==> src/pgseq_pkg.sv <==
/*
 * package for the power good sequencer: timing counts and channel states.
 * assumes one 50 MHz system clock that stands in for the switching clock.
 */
package pgseq_pkg;
    // power good delay, cycles of the switching clock (0.065 s x 1e6 / MHz)
    localparam int PGSEQ_DELAY_CYCLES = 65000;
    // width of the delay counter
    localparam int PGSEQ_CNT_W = 17;
    // number of switcher channels
    localparam int PGSEQ_CHANNELS = 2;

    // per channel soft-start and prebias state, one-hot
    typedef enum logic [4:0] {
        PGSEQ_CH_IDLE   = 5'h01, // waiting for power-on trip
        PGSEQ_CH_RAMP   = 5'h02, // ramp charging, switching held off
        PGSEQ_CH_REG    = 5'h04, // ramp passed output, regulating
        PGSEQ_CH_DONE   = 5'h08, // ramp complete, regulating
        PGSEQ_CH_OVP    = 5'h10  // overvoltage protection, fets off
    } pgseq_ch_state_t;
endpackage : pgseq_pkg

==> src/pgseq_top.sv <==
/*
 * power good sequencer: two switcher channels, linear monitor, delay timer,
 * open-drain power good output.
 * assumes comparator pins asynchronous; clock_in is the switching clock.
 */
// Notes on behaviour
// - idle until supply power-on trip passes
// - output ramps while ramp 1.0-1.6 V
// - soft-start done when ramp reaches 3.2 V
// - timer starts: ramps done, outputs in window
// - switcher window 90-110 percent, linear 75
// - delay is 0.065 s over MHz
// - timer expiry releases power good pull-down
// - any failed condition drives line low
// - full new delay after violation clears
// - delay from switching clock only
// - low prebias: fets off until ramp passes
// - high prebias: switching off until ramp ends
// - above overvoltage: protection at ramp end
// - channels sequence independently
// - linear has no ramp, monitored after supply
module pgseq_top #(
    parameter int DELAY_CYCLES = pgseq_pkg::PGSEQ_DELAY_CYCLES
) (
    input wire logic clock_in,
    input wire logic rstn_in,
    input wire logic supply_por_in, // supply above rising trip
    input wire logic [1:0] ramp_above_out_in, // per channel ramp above output
    input wire logic [1:0] ramp_at_full_in, // per channel ramp past 1.6 V
    input wire logic [1:0] ramp_done_in, // per channel ramp above 3.2 V
    input wire logic [1:0] out_above_target_in, // per channel output above final
    input wire logic [1:0] out_above_ovp_in, // per channel output above ovp level
    input wire logic [1:0] feedback_input_low_ok_in, // feedback above 90 percent
    input wire logic [1:0] feedback_input_high_ok_in, // feedback below 110 percent
    input wire logic linear_low_ok_in, // linear feedback above 75 percent
    input wire logic linear_supply_ok_in, // linear input supply risen
    input wire logic power_good_output_in, // sensed level of power good line
    output logic power_good_output_out, // always low when driven
    output logic power_good_output_oe_out, // pull-down active
    output logic [1:0] switch_enable_out, // per channel fets allowed
    output logic [1:0] overvoltage_protection_out // per channel protection
);
    import pgseq_pkg::*;

    // number of comparator bits synchronised
    localparam int NSYNC = 17;

    // whole module state
    typedef struct packed {
        logic [NSYNC-1:0] sync1; // first synchroniser stage
        logic [NSYNC-1:0] sync2; // second synchroniser stage
        logic [PGSEQ_CNT_W-1:0] cnt; // delay counter
        logic good; // power good released
    } pgseq_top_t;

    pgseq_top_t s_reg;
    pgseq_top_t s_next;

    // synchronised views
    logic por_s;
    logic lin_low_s;
    logic lin_sup_s;
    logic [1:0] above_s;
    logic [1:0] full_s;
    logic [1:0] done_s;
    logic [1:0] tgt_s;
    logic [1:0] ovp_s;
    logic [1:0] lo_s;
    logic [1:0] hi_s;
    logic [1:0] ch_done;
    logic qualify;

    assign {por_s, lin_low_s, lin_sup_s, above_s, full_s, done_s, tgt_s, ovp_s, lo_s, hi_s}
        = s_reg.sync2;

    // independent channel instances
    genvar g;
    generate
        for (g = 0; g < PGSEQ_CHANNELS; g++) begin : gen_ch
            pgseq_channel u_ch (
                .clock_in(clock_in),
                .rstn_in(rstn_in),
                .run_in(por_s),
                .ramp_above_out_in(above_s[g]),
                .ramp_at_full_in(full_s[g]),
                .ramp_done_in(done_s[g]),
                .out_above_target_in(tgt_s[g]),
                .out_above_ovp_in(ovp_s[g]),
                .switch_enable_out(switch_enable_out[g]),
                .ramp_done_out(ch_done[g]),
                .overvoltage_protection_out(overvoltage_protection_out[g])
            );
        end
    endgenerate

    // all conditions: ramps done, windows met, linear above floor
    assign qualify = por_s && (&ch_done) && (&lo_s) && (&hi_s) && lin_sup_s && lin_low_s;

    // next state: synchronisers and delay timer
    always_comb begin
        s_next = s_reg;
        s_next.sync1 = {supply_por_in, linear_low_ok_in, linear_supply_ok_in,
            ramp_above_out_in, ramp_at_full_in, ramp_done_in, out_above_target_in,
            out_above_ovp_in, feedback_input_low_ok_in, feedback_input_high_ok_in};
        s_next.sync2 = s_reg.sync1;
        if (!qualify) begin // clear and pull low at once
            s_next.cnt = '0;
            s_next.good = 1'b0;
        end else if (!s_reg.good) begin
            // counts switching clock cycles only
            if (s_reg.cnt >= PGSEQ_CNT_W'(DELAY_CYCLES - 1)) begin
                s_next.good = 1'b1;
            end else begin
                s_next.cnt = s_reg.cnt + PGSEQ_CNT_W'(1);
            end
        end
    end

    // state register
    always_ff @(posedge clock_in) begin
        if (!rstn_in) begin
            s_reg <= '0;
        end else begin
            s_reg <= s_next;
        end
    end

    // open drain: pull low unless released; low also the instant conditions fail
    assign power_good_output_out = 1'b0;
    assign power_good_output_oe_out = !(s_reg.good && qualify);

    a_delay_expire: assert property (@(posedge clock_in) disable iff (!rstn_in)
        (qualify && s_reg.cnt == PGSEQ_CNT_W'(DELAY_CYCLES - 1) && !s_reg.good)
        ##1 qualify |-> !power_good_output_oe_out)
        else $error("power good not released at expiry");
    a_fail_low: assert property (@(posedge clock_in) disable iff (!rstn_in)
        (!por_s || !(&lo_s) || !(&hi_s) || !lin_low_s || !lin_sup_s) |-> power_good_output_oe_out)
        else $error("power good high with failed condition");
    a_restart_clear: assert property (@(posedge clock_in) disable iff (!rstn_in)
        !qualify |=> (s_reg.cnt == '0 && !s_reg.good))
        else $error("timer not cleared on violation");
    a_count_step: assert property (@(posedge clock_in) disable iff (!rstn_in)
        (qualify && !s_reg.good && s_reg.cnt < PGSEQ_CNT_W'(DELAY_CYCLES - 1))
        ##1 qualify |-> s_reg.cnt == $past(s_reg.cnt) + PGSEQ_CNT_W'(1))
        else $error("delay counter skipped");
    a_not_early: assert property (@(posedge clock_in) disable iff (!rstn_in)
        (!power_good_output_oe_out) |-> (s_reg.good && &ch_done
         && s_reg.cnt == PGSEQ_CNT_W'(DELAY_CYCLES - 1)))
        else $error("power good before ramps done");
endmodule : pgseq_top

==> src/pgseq_channel.sv <==
/*
 * one switcher channel: soft-start tracking and prebias handling.
 * assumes comparator levels already synchronised by the parent.
 */
module pgseq_channel (
    input wire logic clock_in,
    input wire logic rstn_in,
    input wire logic run_in, // power-on trip passed
    input wire logic ramp_above_out_in, // ramp above output level
    input wire logic ramp_at_full_in, // ramp past full-scale point
    input wire logic ramp_done_in, // ramp near end level
    input wire logic out_above_target_in, // output above final value
    input wire logic out_above_ovp_in, // output above overvoltage level
    output logic switch_enable_out, // fets may switch
    output logic ramp_done_out, // soft-start complete
    output logic overvoltage_protection_out // latched overvoltage protection
);
    import pgseq_pkg::*;

    // whole module state
    typedef struct packed {
        pgseq_ch_state_t st;
    } pgseq_ch_t;

    pgseq_ch_t s_reg;
    pgseq_ch_t s_next;

    // next state logic
    always_comb begin
        s_next = s_reg;
        case (s_reg.st)
            PGSEQ_CH_IDLE: begin
                if (run_in) begin
                    s_next.st = PGSEQ_CH_RAMP;
                end
            end
            PGSEQ_CH_RAMP: begin
                // fets held off while output prebiased above ramp
                if (ramp_done_in) begin
                    if (out_above_ovp_in) begin
                        s_next.st = PGSEQ_CH_OVP;
                    end else begin // above target: pull down now
                        s_next.st = PGSEQ_CH_DONE;
                    end
                end else if (ramp_above_out_in && !out_above_target_in) begin
                    s_next.st = PGSEQ_CH_REG;
                end
            end
            PGSEQ_CH_REG: begin
                // output follows ramp between 1.0 V and 1.6 V
                if (ramp_done_in) begin
                    s_next.st = out_above_ovp_in ? PGSEQ_CH_OVP : PGSEQ_CH_DONE;
                end
            end
            PGSEQ_CH_DONE: begin
                // stays done; window faults hold power good low in the parent, unlatched
                s_next.st = PGSEQ_CH_DONE;
            end
            PGSEQ_CH_OVP: begin
                // latched until power cycle
                s_next.st = PGSEQ_CH_OVP;
            end
            default: begin
                s_next.st = PGSEQ_CH_IDLE;
            end
        endcase
        if (!run_in) begin // lost supply returns to idle
            s_next.st = PGSEQ_CH_IDLE;
        end
    end

    // state register
    always_ff @(posedge clock_in) begin
        if (!rstn_in) begin
            s_reg <= '{st: PGSEQ_CH_IDLE};
        end else begin
            s_reg <= s_next;
        end
    end

    // outputs decoded from state
    assign switch_enable_out = (s_reg.st == PGSEQ_CH_REG) || (s_reg.st == PGSEQ_CH_DONE);
    assign ramp_done_out = (s_reg.st == PGSEQ_CH_DONE);
    assign overvoltage_protection_out = (s_reg.st == PGSEQ_CH_OVP);

    a_prebias_off: assert property (@(posedge clock_in) disable iff (!rstn_in)
        (s_reg.st == PGSEQ_CH_RAMP && !ramp_above_out_in && !ramp_done_in) |=> !switch_enable_out)
        else $error("switching during held ramp");
    a_ovp_fets_off: assert property (@(posedge clock_in) disable iff (!rstn_in)
        ($past(s_reg.st) == PGSEQ_CH_RAMP && $past(ramp_done_in) && $past(out_above_ovp_in)
         && $past(run_in) && run_in) |-> (overvoltage_protection_out && !switch_enable_out))
        else $error("overvoltage not entered at ramp end");
    a_high_prebias: assert property (@(posedge clock_in) disable iff (!rstn_in)
        ($past(s_reg.st) == PGSEQ_CH_RAMP && $past(out_above_target_in)
         && !$past(ramp_done_in)) |-> !switch_enable_out)
        else $error("switching before ramp end with high prebias");
    a_idle_hold: assert property (@(posedge clock_in) disable iff (!rstn_in)
        !$past(run_in) |-> (s_reg.st == PGSEQ_CH_IDLE))
        else $error("channel left idle without supply");
endmodule : pgseq_channel

==> config.mk <==
export PLATFORM = sky130hd
export DESIGN_NAME = pgseq_top
export DESIGN_NICKNAME = d
export VERILOG_FILES = /design/src/pgseq_pkg.sv /design/src/pgseq_top.sv /design/src/pgseq_channel.sv
export SDC_FILE = /design/constraint.sdc
export NUM_CORES = 1
export LEC_CHECK = 0
export BUFFER_PORTS_ARGS = -buffer_cell sky130_fd_sc_hd__buf_2
export CORE_MARGIN = 8
export CORE_UTILIZATION = 40
export DETAILED_ROUTE_END_ITERATION = 6
export PLACE_DENSITY = 0.69
export SLEW_MARGIN = 10
export SYNTH_ARGS = -nofsm -noshare
export SYNTH_HDL_FRONTEND = slang
export SYNTH_HIERARCHICAL = 1
export SYNTH_SLANG_ARGS = --single-unit
==> constraint.sdc <==
create_clock -name clock_in -period 2.39 [get_ports clock_in]
set_input_delay 0.717 -clock clock_in [delete_from_list [all_inputs] [get_ports clock_in]]
set_output_delay 0.717 -clock clock_in [all_outputs]
set_load 0.02 [all_outputs]
==> insert_results.sql <==
INSERT INTO impl_metrics (metric_group, metric, value, unit) VALUES
('floorplan', 'chipHeight', '92.9', 'um'),
('cells_and_area', 'area.sequential', '0.00117', 'mm^2'),
('placed_design', 'place_area', '0.00252', 'mm^2'),
('pwr', 'power.leakage', '1.04', 'nW'),
('min_path', 'hold_path_class', 'flop to flop', ''),
('timing', 'unrepaired_setup_endpoints_after_global_routing', 'no', ''),
('synthesis', 'synth_area', '0.00237', 'mm^2'),
('cells_and_area', 'diode_count', '0', ''),
('clock_network', 'cts.clk_slew.worst_paths', '0.06', 'ns'),
('synthesis', 'synth.yosys.warnings', '6', ''),
('route', 'routedWlPerCell', '11.3', 'um'),
('critical_path', 'end_kind', 'output port', ''),
('route', 'remaining_drc_errors', '0', ''),
('global_route', 'grt_usage', '10.1', '%'),
('timing', 'timing_hold_violations_final', '0', ''),
('cells_and_area', 'fill_cells', '576', ''),
('global_route', 'antenna_found_initial', '0', ''),
('cells_and_area', 'post_layout_nonfiller_instances', '360', ''),
('floorplan', 'io-pin-count', '26', ''),
('critical_path', 'crit_path_cell_trace', 'nor2_1 > and3_4 > nand3_2 > nor3_4 > nand2_2 > buf_6', ''),
('clock_network', 'tritoncts_clock_tree', 'yes', ''),
('cells_and_area', 'layout-drive-gt1-share', '21.8', '%'),
('cells_and_area', 'layout.nets', '303', ''),
('clock_network', 'cts.htree.levels', '3', ''),
('cells_and_area', 'multi_input_comb_area', '0.00116', 'mm^2'),
('critical_path', 'cp_max_fo', '7', ''),
('placed_design', 'routability_driven_placement_congestion_ratio', '0.795', ''),
('route', 'dr_total_vias', '1762', ''),
('clock_network', 'tritoncts.num_buffers', '9', ''),
('timing', 'final-setup-viol-count', '0', ''),
('route', 'detailedRoute.firstIterationViolations', '138', ''),
('route', 'postRouteWirelength', '4070', 'um'),
('cells_and_area', 'synthToLayoutAreaGrowth', '17.7', '%'),
('placed_design', 'number_of_placed_instances_with_taps_included', '344', ''),
('timing', 'fmax', '443', 'MHz'),
('critical_path', 'cp.buffers_inverters', '1', ''),
('critical_path', 'critical_path_launch_point_type', 'flop', ''),
('critical_path', 'critical_path.slowest_cell', 'sky130_fd_sc_hd__dfxtp_1', ''),
('timing', 'final.period_utilization', '94.4', '%'),
('route', 'firstDrtPassIters', '4', ''),
('pwr', 'peakVddDrop', '0.506', 'mV'),
('global_route', 'largest_net_degree_at_the_start_of_global_routing', '24', ''),
('route', 'detail_route.vias_per_cell', '4.89', ''),
('critical_path', 'worstPathArrival', '1.54', 'ns'),
('placed_design', 'port_buffers', '21', ''),
('timing', 'report.final.slew_viol_count', '0', ''),
('critical_path', 'max_stage_delay', '0.36', 'ns'),
('cells_and_area', 'max_ffs_per_register', '20', ''),
('timing', 'clock_skew', '0.00572', 'ns'),
('run_status', 'run_status', 'completed', ''),
('floorplan', 'floorplan.initialDensity', '40.7', '%'),
('clock_network', 'clk_root_buffer_cell', 'sky130_fd_sc_hd__clkbuf_8', ''),
('global_route', 'vias_in_the_first_global_route', '1583', ''),
('critical_path', 'timing.critical_path.max_delay_family', 'simple AND/OR/NAND/NOR gates', ''),
('clock_network', 'numClockSinks', '58', ''),
('placed_design', 'dp.final_hpwl', '2780', 'um'),
('clock_network', 'number_of_buffers_on_the_longest_clock_path', '2', ''),
('floorplan', 'die_area', '0.00864', 'mm^2'),
('timing', 'holdWs', '0.430', 'ns'),
('flow_run', 'maxCapViolations', '0', ''),
('synthesis', 'avg_synthesized_cell_area', '9.25', 'um^2'),
('critical_path', 'worst_ep_required_time', '1.67', 'ns'),
('cells_and_area', 'finish.instance_area', '0.00279', 'mm^2'),
('floorplan', 'design.core.area', '0.00582', 'mm^2'),
('clock_network', 'worst_skew_pair.late_latency', '0.32', 'ns'),
('timing', 'finalSetupTns', '0', 'ns'),
('floorplan', 'num_rows', '28', ''),
('route', 'ant_nets', '0', ''),
('timing', 'max_slew_margin', '62.7', '%'),
('timing', 'worst_pin_slew', '0.558', 'ns'),
('global_route', 'grt_pass1_wl', '6810', 'um'),
('critical_path', 'timing.setup.critical_path_class', 'flop to output port', ''),
('floorplan', 'dieWidth', '92.9', 'um'),
('pwr', 'powerDensity', '689', 'mW/mm^2'),
('synthesis', 'mappedNetlistNets', '277', ''),
('global_route', 'grt_remaining_overflow', '0', ''),
('synthesis', 'post_synth_inst_count', '256', ''),
('timing', 'timing.final.crit_period', '2.26', 'ns');
==> what timing repair did <==
action                     in CTS  in global routing
setup endpoints to repair       1                  1
buffers inserted                0                  2
hold buffers                    0                  0
resized for setup               2                 18
pin swaps                       0                  2
==> path summary, 6_finish.rpt <==
| kind | from | endpoint | slack, ns | cells after the start |
|---|---|---|---|---|
| hold / removal | s_next[21] | lo_s[1] | 0.43 | 1 |
| setup reg to reg | s_reg[1] | s_reg[13] | 0.57 | 6 |
| hold reg to reg | s_next[21] | lo_s[1] | 0.43 | 1 |
| setup / recovery | gen_ch[0].u_ch/s_reg[4] | power_good_output_oe_out | 0.13 | 6 |
==> routing by layer <==
layer | vias up | routed length (um) | GRT usage [%]
li1 | 928 | - | -
met1 | 803 | 2060 | 12.5
met2 | 25 | 1800 | 14.0
met3 | 6 | 129 | 3.88
met4 | 0 | 76 | 6.85
met5 | - | 0 | 0
==> cells in the final DEF (no fill, tap or decap), types with 4 or more instances in the layout <==
master,n
sky130_fd_sc_hd__and2_1,31
sky130_fd_sc_hd__clkbuf_8,11
sky130_fd_sc_hd__nand3_1,6
sky130_fd_sc_hd__buf_2,20
sky130_fd_sc_hd__nor4_1,4
sky130_fd_sc_hd__dfxtp_2,6
sky130_fd_sc_hd__nor2b_1,4
sky130_fd_sc_hd__nor2_1,22
sky130_fd_sc_hd__xnor2_1,12
sky130_fd_sc_hd__nand2b_1,6
sky130_fd_sc_hd__inv_1,8
sky130_fd_sc_hd__and3_1,6
sky130_fd_sc_hd__dfxtp_1,51
sky130_fd_sc_hd__nand2_1,11
sky130_fd_sc_hd__nand4_1,4
sky130_fd_sc_hd__a21oi_1,20
sky130_fd_sc_hd__nor3_1,8
==> cell type report <==
| type | count | area share (%) |
|---|---|---|
| repair buffers | 24 | 4.81 |
| inverters | 8 | 1.08 |
| multi-input cells | 181 | 41.8 |
| clock inverters | 3 | 1.44 |
| well taps | 75 | 3.37 |
| flip-flops and latches | 58 | 42.1 |
| clock buffers | 11 | 5.44 |
==> stage by stage <==
stage	util [%]	setup WS [ns]	total power, W
CTS	46.7	0.0115	0.00196
finish	47.9	0.135	0.00192
global placement	43.3	0.293	0.00107
floorplan	-	0.551	0.00106
global route	47.9	0.00653	0.00201
detailed placement	43.3	0.273	0.00107
==> power by group <==
group | internal [W] | total [W] | switching, W
clock network | 0.000522 | 0.000864 | 0.000341
registers | 0.000992 | 0.00100 | 0.0000105
logic | 0.0000296 | 0.0000514 | 0.0000218
Note: power is estimated with default switching activity, not from simulation.
